<file path="src/core/lvdc_pkg.sv">
// package: register map, field positions and reset values of the low-voltage detector control
package lvdc_pkg;
    // register byte addresses (word aligned)
    localparam logic [3:0] LVDC_CTRL_ADDR   = 4'h0;
    localparam logic [3:0] LVDC_LEVEL_ADDR  = 4'h4;
    localparam logic [3:0] LVDC_STATUS_ADDR = 4'h8;
    localparam logic [3:0] LVDC_MASK_ADDR   = 4'hC;
    // detector_control_reg fields
    localparam int LVDC_CTRL_ENABLE_BIT = 7;  // detector_enable
    localparam int LVDC_CTRL_SOURCE_BIT = 2;  // 1: external_detect_input monitored
    localparam int LVDC_CTRL_RESET_BIT  = 1;  // reset_mode_select
    localparam int LVDC_CTRL_MASK_BIT   = 0;  // detector_interrupt_mask
    localparam logic [7:0] LVDC_CTRL_WMASK  = 8'h87;
    localparam logic [7:0] LVDC_CTRL_RESET  = 8'h01;
    // detection_level_select_reg: low four bits hold the level code
    localparam int LVDC_LEVEL_WIDTH = 4;
    localparam logic [3:0] LVDC_LEVEL_RESET = 4'h0;
    // interrupt status / mask layout
    localparam int LVDC_EV_DETECT = 0;  // monitored voltage fell below threshold
    localparam int LVDC_EV_RESET  = 1;  // internal reset requested
    localparam int LVDC_EV_WIDTH  = 2;
    localparam logic [1:0] LVDC_EV_RESET_VAL = 2'h0;
endpackage

</file>
<file path="src/core/lvdc_sync.sv">
// two-flop synchroniser for level inputs from the analog comparators
`timescale 1ns/1ps
module lvdc_sync #(
    parameter int WIDTH = 2
) (
    // clock
    input  wire logic             clk_i,
    // data
    input  wire logic [WIDTH-1:0] async_i,
    output logic      [WIDTH-1:0] sync_o
);
    logic [WIDTH-1:0] stage1;

    // first stage read only by the second
    always_ff @(posedge clk_i) begin
        stage1 <= async_i;
        sync_o <= stage1;
    end
endmodule

</file>
<file path="src/core/lvdc_top.sv">
// low-voltage detector control block with classic wishbone register slave
//
// Function
// RULE_01 - writing 00H to control stops detector
// RULE_02 - clearing enable alone stops, others kept
// RULE_03 - software keeps level bits 4-7 zero
// RULE_04 - software changes level only while stopped
// RULE_05 - external input uses fixed threshold, level ignored
// RULE_06 - unmasked interrupt may fire right after enable
// RULE_07 - no reset when voltage above threshold
// RULE_08 - own internal reset leaves detector un-reset
// RULE_09 - reset mode asserts reset while voltage low
//
// Decided for this implementation: the Wishbone register port and the placing of the registers.
`timescale 1ns/1ps
module lvdc_top
    import lvdc_pkg::*;
(
    // clock and reset
    input  wire logic        clk_i,
    input  wire logic        rst_i,
    // wishbone slave
    input  wire logic        cyc_i,
    input  wire logic        stb_i,
    input  wire logic        we_i,
    input  wire logic [3:0]  adr_i,
    input  wire logic [3:0]  sel_i,
    input  wire logic [31:0] dat_i,
    output logic      [31:0] dat_o,
    output logic             ack_o,
    output logic             err_o,
    // analog comparator results (asynchronous, high = below threshold)
    input  wire logic        supply_below_i,
    input  wire logic        external_below_i,
    // analog front end control
    output logic             detector_enable_o,
    output logic             external_select_o,
    output logic [3:0]       level_select_o,
    // system side
    output logic             internal_reset_o,
    output logic             irq_o
);
    logic [7:0]               ctrl;
    logic [3:0]               level;
    logic [LVDC_EV_WIDTH-1:0] status;
    logic [LVDC_EV_WIDTH-1:0] mask;
    logic [1:0]               cmp_sync;
    logic                     below_q;
    logic                     reset_q;

    lvdc_sync #(.WIDTH(2)) u_sync (
        .clk_i   (clk_i),
        .async_i ({external_below_i, supply_below_i}),
        .sync_o  (cmp_sync)
    );

    // bus decode
    wire req        = cyc_i & stb_i & ~ack_o & ~err_o;
    wire hit_ctrl   = adr_i == LVDC_CTRL_ADDR;
    wire hit_level  = adr_i == LVDC_LEVEL_ADDR;
    wire hit_status = adr_i == LVDC_STATUS_ADDR;
    wire hit_mask   = adr_i == LVDC_MASK_ADDR;
    wire mapped     = hit_ctrl | hit_level | hit_status | hit_mask;
    wire wr_lane0   = req & we_i & sel_i[0] & mapped;

    // detector control fields
    wire enable     = ctrl[LVDC_CTRL_ENABLE_BIT];
    wire ext_sel    = ctrl[LVDC_CTRL_SOURCE_BIT];
    wire reset_mode = ctrl[LVDC_CTRL_RESET_BIT];
    wire int_masked = ctrl[LVDC_CTRL_MASK_BIT];
    // source choice: external pin ignores the level code entirely
    wire below      = enable & (ext_sel ? cmp_sync[1] : cmp_sync[0]); // [RULE_05]
    wire next_reset = enable & reset_mode & below; // [RULE_07] [RULE_09]
    wire below_rise = below & ~below_q;
    wire [LVDC_EV_WIDTH-1:0] events = {next_reset & ~reset_q,
                                       below_rise & ~reset_mode & ~int_masked};

    // control registers: only rst_i clears them, never internal_reset_o [RULE_08]
    always_ff @(posedge clk_i) begin
        if (rst_i) begin
            ctrl  <= LVDC_CTRL_RESET;
            level <= LVDC_LEVEL_RESET;
            mask  <= LVDC_EV_RESET_VAL;
        end else if (wr_lane0) begin
            // full byte write; 00H clears enable and all modes [RULE_01] [RULE_02]
            if (hit_ctrl) begin
                ctrl <= dat_i[7:0] & LVDC_CTRL_WMASK;
            end
            // upper nibble discarded, reads back zero [RULE_03]
            // writes while running are taken as they come; keeping the level
            // still during operation is left to software, no lockout here
            if (hit_level) begin
                level <= dat_i[LVDC_LEVEL_WIDTH-1:0];
            end
            if (hit_mask) begin
                mask <= dat_i[LVDC_EV_WIDTH-1:0];
            end
        end
    end

    // sticky status; a new event wins over a write-one clear
    always_ff @(posedge clk_i) begin
        if (rst_i) begin
            status <= LVDC_EV_RESET_VAL;
        end else begin
            status <= (status & ~(wr_lane0 & hit_status ? dat_i[LVDC_EV_WIDTH-1:0]
                                                        : {LVDC_EV_WIDTH{1'b0}})) | events;
        end
    end

    // detection edge and reset request registers
    always_ff @(posedge clk_i) begin
        if (rst_i) begin
            below_q <= 1'b0;
            reset_q <= 1'b0;
        end else begin
            below_q <= below;
            reset_q <= next_reset;
        end
    end

    // read mux
    wire [31:0] rd_data = hit_ctrl   ? {24'h000000, ctrl}
                        : hit_level  ? {28'h0000000, level}
                        : hit_status ? {30'h00000000, status}
                        : hit_mask   ? {30'h00000000, mask}
                        : 32'h00000000;

    // one-cycle answer; unmapped addresses take err
    always_ff @(posedge clk_i) begin
        if (rst_i) begin
            ack_o <= 1'b0;
            err_o <= 1'b0;
            dat_o <= 32'h00000000;
        end else begin
            ack_o <= req & mapped;
            err_o <= req & ~mapped;
            dat_o <= (req & ~we_i) ? rd_data : 32'h00000000;
        end
    end

    // outputs; an unmasked detect may fire right after enable [RULE_06]
    assign irq_o             = |(status & mask);
    assign internal_reset_o  = reset_q;
    assign detector_enable_o = enable;
    assign external_select_o = ext_sel;
    assign level_select_o    = level;

    // assertions
    a_reset_follows_low: assert property (@(posedge clk_i) disable iff (rst_i) // [RULE_09]
        (enable && reset_mode && below) |=> internal_reset_o)
        else $error("internal reset missing while voltage low in reset mode");
    a_no_reset_high: assert property (@(posedge clk_i) disable iff (rst_i) // [RULE_07]
        !(enable && reset_mode && below) |=> !internal_reset_o)
        else $error("internal reset raised while voltage above threshold");
    a_zero_write_stops: assert property (@(posedge clk_i) disable iff (rst_i) // [RULE_01]
        (wr_lane0 && hit_ctrl && dat_i[7:0] == 8'h00) |=> (ctrl == 8'h00 && !detector_enable_o))
        else $error("zero control write did not stop detector");
    a_enable_clear_keeps: assert property (@(posedge clk_i) disable iff (rst_i) // [RULE_02]
        (wr_lane0 && hit_ctrl && !dat_i[LVDC_CTRL_ENABLE_BIT])
        |=> (!enable && ctrl[2:0] == $past(dat_i[2:0])))
        else $error("enable clear lost other control bits");
    a_ext_ignores_level: assert property (@(posedge clk_i) disable iff (rst_i) // [RULE_05]
        (enable && ext_sel) |-> (below == cmp_sync[1]))
        else $error("external source did not use its own comparator");
    a_reset_keeps_ctrl: assert property (@(posedge clk_i) disable iff (rst_i) // [RULE_08]
        (internal_reset_o && !wr_lane0) |=> $stable(ctrl) && $stable(level))
        else $error("own internal reset disturbed detector settings");
    a_detect_irq: assert property (@(posedge clk_i) disable iff (rst_i) // [RULE_06]
        (below_rise && !reset_mode && !int_masked && mask[LVDC_EV_DETECT]) |=> irq_o)
        else $error("unmasked detection did not raise interrupt");
    a_level_nibble: assert property (@(posedge clk_i) disable iff (rst_i) // [RULE_03]
        (wr_lane0 && hit_level) |=> (level == $past(dat_i[3:0])))
        else $error("level select write not stored");
    a_level_upper_zero: assert property (@(posedge clk_i) disable iff (rst_i) // [RULE_03]
        (req && !we_i && hit_level) |=> (dat_o[31:4] == 28'h0000000))
        else $error("level select upper bits read back nonzero");

    // detector behaviour beyond the rule checks above
    a_stop_no_reset: assert property (@(posedge clk_i) disable iff (rst_i) // [RULE_01]
        !enable |=> !internal_reset_o)
        else $error("internal reset raised while detector stopped");
    a_supply_source: assert property (@(posedge clk_i) disable iff (rst_i) // [RULE_05]
        (enable && !ext_sel) |-> (below == cmp_sync[0]))
        else $error("supply source did not use supply comparator");
    a_mask_blocks_detect: assert property (@(posedge clk_i) disable iff (rst_i) // [RULE_06]
        int_masked |-> !events[LVDC_EV_DETECT])
        else $error("masked detector still raised a detect event");
    a_irq_needs_mask: assert property (@(posedge clk_i) disable iff (rst_i) // [RULE_06]
        (mask == {LVDC_EV_WIDTH{1'b0}}) |-> !irq_o)
        else $error("interrupt raised with every source masked");
    a_reset_mode_no_detect: assert property (@(posedge clk_i) disable iff (rst_i) // [RULE_09]
        reset_mode |-> !events[LVDC_EV_DETECT])
        else $error("reset mode raised a detect interrupt event");
    a_reset_event: assert property (@(posedge clk_i) disable iff (rst_i) // [RULE_09]
        (next_reset && !reset_q) |=> status[LVDC_EV_RESET])
        else $error("internal reset not recorded in status");

    // sticky status: holds until a write of one, and a new event wins
    a_status_sticky: assert property (@(posedge clk_i) disable iff (rst_i)
        (status[0] && !(wr_lane0 && hit_status && dat_i[0])) |=> status[0])
        else $error("detect status bit lost without a clear");
    a_status_clear: assert property (@(posedge clk_i) disable iff (rst_i)
        (wr_lane0 && hit_status && dat_i[0] && !events[0]) |=> !status[0])
        else $error("detect status bit not cleared by write of one");

    // bus handshake: registered single-cycle answers
    a_ack_one_cycle: assert property (@(posedge clk_i) disable iff (rst_i)
        ack_o |=> !ack_o)
        else $error("ack held longer than one cycle");
    a_ack_mapped: assert property (@(posedge clk_i) disable iff (rst_i)
        (req && mapped) |=> (ack_o && !err_o))
        else $error("mapped request not acknowledged");
    a_err_unmapped: assert property (@(posedge clk_i) disable iff (rst_i)
        (req && !mapped) |=> (err_o && !ack_o))
        else $error("unmapped request not answered with err");
    a_read_zero_idle: assert property (@(posedge clk_i) disable iff (rst_i)
        !ack_o |-> (dat_o == 32'h00000000))
        else $error("read data nonzero outside an acknowledge");
    a_sel_ignored: assert property (@(posedge clk_i) disable iff (rst_i)
        (req && we_i && !sel_i[0] && hit_ctrl) |=> $stable(ctrl))
        else $error("control changed by write without lane zero");
endmodule

</file>
<file path="config.mk">
export PLATFORM = sky130hd
export DESIGN_NAME = lvdc_top
export DESIGN_NICKNAME = d
export VERILOG_FILES = /design/src/core/lvdc_pkg.sv /design/src/core/lvdc_sync.sv /design/src/core/lvdc_top.sv
export SDC_FILE = /design/constraint.sdc
export NUM_CORES = 1
export LEC_CHECK = 0
export BUFFER_PORTS_ARGS = -buffer_cell sky130_fd_sc_hd__buf_2
export CORE_ASPECT_RATIO = 0.8
export CORE_MARGIN = 2
export CORE_UTILIZATION = 25
export DETAILED_ROUTE_END_ITERATION = 6
export GPL_TIMING_DRIVEN = 1
export PLACE_DENSITY = 0.62
export SYNTH_ARGS = -nofsm -noshare
export SYNTH_HDL_FRONTEND = slang
export SYNTH_SLANG_ARGS = --single-unit
</file>
<file path="constraint.sdc">
create_clock -name clk_i -period 1.45 [get_ports clk_i]
set_input_delay 0 -clock clk_i [delete_from_list [all_inputs] [get_ports clk_i]]
set_output_delay 0 -clock clk_i [all_outputs]
set_load 0.02 [all_outputs]
</file>
==> results of run 1 <==
-- final timing paths --
check | endpoint | slack, ns
setup / recovery | dat_o[7] | 0.04
hold / removal | ctrl[2] | -0.001
setup reg to reg | dat_o[7] | 0.04
hold reg to reg | u_sync.sync_o[0] | 0.33
-- worst reg2reg max path: cells and delay by family (launching register included) --
kind / cells / cell delay (ns)
flops: 1 / 0.33
simple gates: 3 / 1.00
-- logic make-up (layout without fill, tap and decap cells) --
| family | Yosys count | after routing |
|---|---|---|
| other | 1 | 27 |
| muxes | 8 | 8 |
| AOI/OAI and AO/OA | 16 | 16 |
| DFF | 25 | 25 |
| and+or+nand+nor | 40 | 40 |
| buffers and inverters | 35 | 48 |
-- routing by layer --
| metal | up-vias | share of wire | track usage |
|---|---|---|---|
| met5 | - | 0 | 0 |
| met1 | 416 | 0.50 | 0.129 |
| met3 | 2 | 0.071 | 0.0421 |
| met4 | 0 | 0.0071 | 0.0307 |
| li1 | 470 | - | - |
| met2 | 34 | 0.42 | 0.131 |
-- through the flow --
step                      cells   util  hold slack [ns]  worst slack, ns
final                       224  0.322         -0.00142           0.0383
after global routing        224  0.322           0.0117         -0.00234
after CTS                   223  0.316         0.000429           0.0481
after detailed placement    213  0.293            0.104           0.0654
after global placement      213  0.293            0.104           0.0682
after floorplan             151      -           0.0277          -0.0431
-- report_power, final --
| group | switching [mW] | internal (mW) |
|---|---|---|
| clock | 0.210 | 0.196 |
| combinational | 0.128 | 0.0561 |
| sequential | 0.00281 | 0.694 |
| total | 0.340 | 0.947 |
-- flip-flops by register name, indices dropped and copies added (netlist names) --
name,count
below_q,1
internal_reset_o,1
ctrl,4
u_sync.sync_o,2
u_sync.stage1,2
level_select_o,4
status,2
mask,2
dat_o,5
ack_o,1
err_o,1
-- synthesized netlist by cell type (all sizes together) --
library cell	instances
a21o	1
a21oi	6
a22o	1
a31o	1
a41oi	1
and2	2
and4bb	1
buf	31
clkbuf	3
conb	1
dfxtp	25
inv	1
mux2i	6
mux4	2
nand2	6
nand2b	4
nand4	7
nand4bb	2
nor2	4
nor2b	4
nor3	4
nor4	2
nor4b	2
nor4bb	1
o31ai	6
or4b	1
-- repair_timing --
action,CTS,global route
gates resized for setup,0,2
hold buffers,6,0
endpoints found under the setup margin,0,5
buffers inserted,0,1
hold endpoints to repair,5,0
-- cell type report --
| class | count | area (um^2) | share of cell area |
|---|---|---|---|
| timing repair buffer | 43 | 264 | 0.175 |
| clock buffer | 4 | 45.0 | 0.0299 |
| sequential | 25 | 503 | 0.334 |
| tap | 60 | 75.1 | 0.0499 |
| inverter | 1 | 3.75 | 0.00249 |
| multi-input combinational | 91 | 614 | 0.408 |
==> reports/results.txt, run 1 <==
Critical Path Source Type: flop
Rows: 22
ANT cells: 0
Post-Synth XOR/XNOR Area: 0
Synth Area per Inst: 9.96 um^2
detailed-route via count: 922
layout cells sized above 1: 0.305
crit path launch: ack_o
Simple-Gate Fraction of Synth Area: 0.227
WL final: 2.67 mm
IO Count: 89
chip height: 67.1 um
Fillers: 500
sequential area share after synthesis: 0.402
slowest cell delay on critical path: 0.56 ns
Worst Reg-to-Reg Cells: 3
Yosys cell types: 30
Placer Congestion: 0.764
Hold Path Class: input pin to flop
Pre-antenna DRT Iters: 4
post-synth top area cell: dfxtp_1
PwrDens: 855 nW/um^2
worst-path cell chain: nand4bb_4 > or4b_4 > nor4b_4
Synth top area share: 0.402
area delta synth->final: 20.9%
Die Area: 5560 um^2
chip width: 82.9 um
hold path start: dat_i[2]
first-pass GRT wire length: 4.00 mm
fin. max-slew vios: 0
CTS buffer count: 3
status: complete, but fails checks
hold path depth: 3
Max clock buf depth: 2
largest net degree at the start of global routing: 14
Crit path arrival time: 1.60 ns
core area: 4680 um^2
total number of yosys warnings: 0
critical path endpoint category: flop
CP bufs+invs: 0
RR Startpoint: ack_o
insertion delay to the later sink of the worst-skew pair: 0.27 ns
# setup viols final: 0
GRT Residual Overflow: 0
Initial Util: 0.266
violated checks: hold timing
initial DRC count: 56
clk root buf: clkbuf_8
Synth Area in Compound Gates: 0.0874
flops & latches, synth: 25
via density per instance: 4.12
post-synthesis adder-cell area fraction: 0
TritonCTS clock tree: done
CP max FO: 5
Clk pin slew, worst setup/hold paths: 0.08 ns
skew final: 0.00498 ns
WP depth: 3
Final HPWL DP: 2.00 mm
vias in the first global route: 801
Setup TNS: 0 ns
crit share post-route: 0.974
wire length per cell: 11.9 um
commonest non-fill, non-tap cell in the layout: buf_2
CP required: 1.64 ns
Global Route Usage Sum: 0.0941
# port buffers: 31
largest family of logic cells by synthesized area: simple AND/OR/NAND/NOR gates
mux cell area share after synthesis: 0.0844
Clock Sinks: 25
largest cells by area after synthesis: dfxtp_1 (40%), buf_4 (16%), mux2i_1 (4.8%)
Top Family by Delay on Critical Path: simple AND/OR/NAND/NOR gates
max_cap viols: 0
Setup CP Type: flop to flop
P_leak: 0.642 nW
Max Fclk: 708 MHz
Synth Instances: 125
Peak VDD IR: 0.000395 V
Fin. Hold Viols: 1
nets: 212
cell area after layout: 1510 um^2
min Tclk post-route: 1.41 ns
placed instance area: 1370 um^2
Worst Hold Slack: -0.00142 ns
CTS H-tree depth: 1
CP max stage cell: or4b_4
Mapped Area: 1240 um^2
DRC violations left: 0
power consumption: 1.29 mW
antenna violations before repair: 0
antenna viol nets, final: 0
most frequent cells in the layout: buf_2 (31), conb_1 (27), dfxtp_1 (23)
No activity file was read; power rests on OpenSTA's default activity.
==> run 2, diff against run 1 <==
--- a/config.mk
+++ b/config.mk
@@ -6,12 +6,15 @@
 export NUM_CORES = 1
 export LEC_CHECK = 0
 export BUFFER_PORTS_ARGS = -buffer_cell sky130_fd_sc_hd__buf_2
+export CELL_PAD_IN_SITES_DETAIL_PLACEMENT = 1
+export CELL_PAD_IN_SITES_GLOBAL_PLACEMENT = 2
 export CORE_ASPECT_RATIO = 0.8
 export CORE_MARGIN = 2
-export CORE_UTILIZATION = 25
+export CORE_UTILIZATION = 19
 export DETAILED_ROUTE_END_ITERATION = 6
 export GPL_TIMING_DRIVEN = 1
-export PLACE_DENSITY = 0.62
+export PLACE_DENSITY = 0.8
+export SLEW_MARGIN = 20
 export SYNTH_ARGS = -nofsm -noshare
 export SYNTH_HDL_FRONTEND = slang
 export SYNTH_SLANG_ARGS = --single-unit
==> run 2 against run 1 <==
  * The run now ends clean
  * Die area up 30%
  * Flip-flop and latch count stayed put
  * Clock power is essentially flat
  * Cell count increased by 10%
  * Maximum frequency grew 1.4%
  * Clock-buffer cell count did not move
  * Highest routed layer unchanged
==> reports/results.txt, run 2 (synthesis results as in run 1) <==
nets: 211 (-0.47%)
unrepaired setup endpoints after global routing: yes
min Tclk post-route: 1.39 ns (-0.0195 ns)
IO Count: 89 (unchanged)
crit path launch: ack_o
Crit path arrival time: 1.58 ns (-0.02 ns)
max FFs per register: 5 (unchanged)
initial DRC count: 48 (-14%)
TritonCTS clock tree: done
WL final: 2.90 mm (+8.3%)
RR Startpoint: ack_o
most frequent cells in the layout: buf_2 (31), conb_1 (27), dfxtp_1 (23)
R2R setup slack: 0.06 ns (+0.02 ns)
area delta synth->final: 23.1%
Post-Place Cells: 237 (+11%)
Placer Congestion: 0.727 (-4.8%)
Pre-antenna DRT Iters: 4 (unchanged)
CP endpoint: dat_o[7]
Post-Route Utilization: 0.240 (-0.0813)
Final Non-Filler Cells: 247 (+10%)
max_cap viols: 0 (unchanged)
CP required: 1.64 ns (about the same)
antenna violations before repair: 0 (unchanged)
CP max FO: 5 (unchanged)
Max clock buf depth: 2 (unchanged)
detailed-route via count: 953 (+3.4%)
R2R Path End: dat_o[7]
largest net degree at the start of global routing: 16 (+2)
crit share post-route: 0.960 (-0.0134)
ANT cells: 0 (unchanged)
skew final: 0.00475 ns (-0.000226 ns)
Fin. Hold Viols: 0 (-1)
Critical Path Source Type: flop
Worst Reg-to-Reg Cells: 3 (unchanged)
fin. max-slew vios: 0 (unchanged)
chip height: 76.4 um (+14%)
Global Route Usage Sum: 0.0785 (-0.0155)
# setup viols final: 0 (unchanged)
P_leak: 0.637 nW (-0.77%)
Worst Hold Slack: 0.0113 ns (+0.0127 ns)
Setup CP Type: flop to flop
vias in the first global route: 887 (+11%)
Reg with most FFs: dat_o
Initial Util: 0.195 (-0.0708)
DRC violations left: 0 (unchanged)
first-pass GRT wire length: 4.41 mm (+10%)
critical path endpoint category: flop
CTS buffer count: 3 (unchanged)
chip width: 94.5 um (+14%)
layout cells sized above 1: 0.307 (+0.00187)
Hold Path Class: input pin to flop
Peak VDD IR: 0.000289 V (-27%)
antenna viol nets, final: 0 (unchanged)
core area: 6380 um^2 (+36%)
Die Area: 7220 um^2 (+30%)
cell area after layout: 1530 um^2 (+1.8%)
CTS H-tree depth: 1 (unchanged)
insertion delay to the later sink of the worst-skew pair: 0.26 ns (about the same)
via density per instance: 3.86 (-6.3%)
clk root buf: clkbuf_8
Fillers: 749 (+50%)
# port buffers: 31 (unchanged)
Max Fclk: 718 MHz (+1.4%)
GRT Residual Overflow: 0 (unchanged)
placed instance area: 1400 um^2 (+2.2%)
wire length per cell: 11.7 um (-1.8%)
Final HPWL DP: 2.32 mm (+16%)
PwrDens: 839 nW/um^2 (-1.8%)
Clk pin slew, worst setup/hold paths: 0.09 ns (about the same)
commonest non-fill, non-tap cell in the layout: buf_2
status: finished, final reports clean
hold path depth: 3 (unchanged)
Clock Sinks: 25 (unchanged)
Rows: 26 (+18%)
run 2: layout make-up:
type,count,area [um^2],area share
Timing Repair Buffer,42,256,0.167
Inverter,1,3.75,0.00245
Tap cell,84,105,0.0686
Clock buffer,4,45.0,0.0294
Multi-Input combinational cell,91,619,0.404
Sequential cell,25,503,0.328
run 2: repair_timing:
item                                   in CTS  in global routing
buffers inserted                            0                  0
hold buffers                                6                  0
endpoints found under the hold margin       5                  0
gates resized for setup                     0                  3
setup endpoints to repair                   0                  6
run 2: where the power goes:
group          total, mW  switching [mW]  internal (mW)
registers          0.697         0.00263          0.694
clock network      0.405           0.209          0.196
logic              0.185           0.129         0.0557
run 2: layer usage:
layer	GRT usage	vias to the layer above	part of all wire
li1	-	465	-
met1	0.101	454	0.46
met2	0.124	32	0.46
met3	0.0227	2	0.072
met4	0.0304	0	0.010
met5	0	-	0
run 2: worst max-delay path, cell delays in order (launching register included):
cell	delay (ns)
dfxtp_2	0.33
nand4bb_4	0.23
or4b_4	0.55
nor4b_4	0.21
run 2: metrics by stage:
| step | worst slack [ns] | TNS, ns | power (mW) |
|---|---|---|---|
| CTS | 0.0360 | 0 | 1.30 |
| finish | 0.0577 | 0 | 1.29 |
| detailed placement | 0.0538 | 0 | 0.879 |
| global route | -0.00748 | -0.0102 | 1.34 |
| global placement | 0.0888 | 0 | 0.876 |
| floorplan | -0.0431 | -0.0431 | 0.887 |
run 2: how the worst min path moves through the flow:
stage,start,slack (ns),to
final,dat_i[2],0.01,ctrl[2]
after global routing,dat_i[2],0.02,ctrl[2]
after CTS,dat_i[2],0.006,ctrl[2]
after detailed placement,supply_below_i,0.10,u_sync.stage1[0]
after global placement,external_below_i,0.10,u_sync.stage1[1]
after floorplan,supply_below_i,0.03,u_sync.stage1[0]
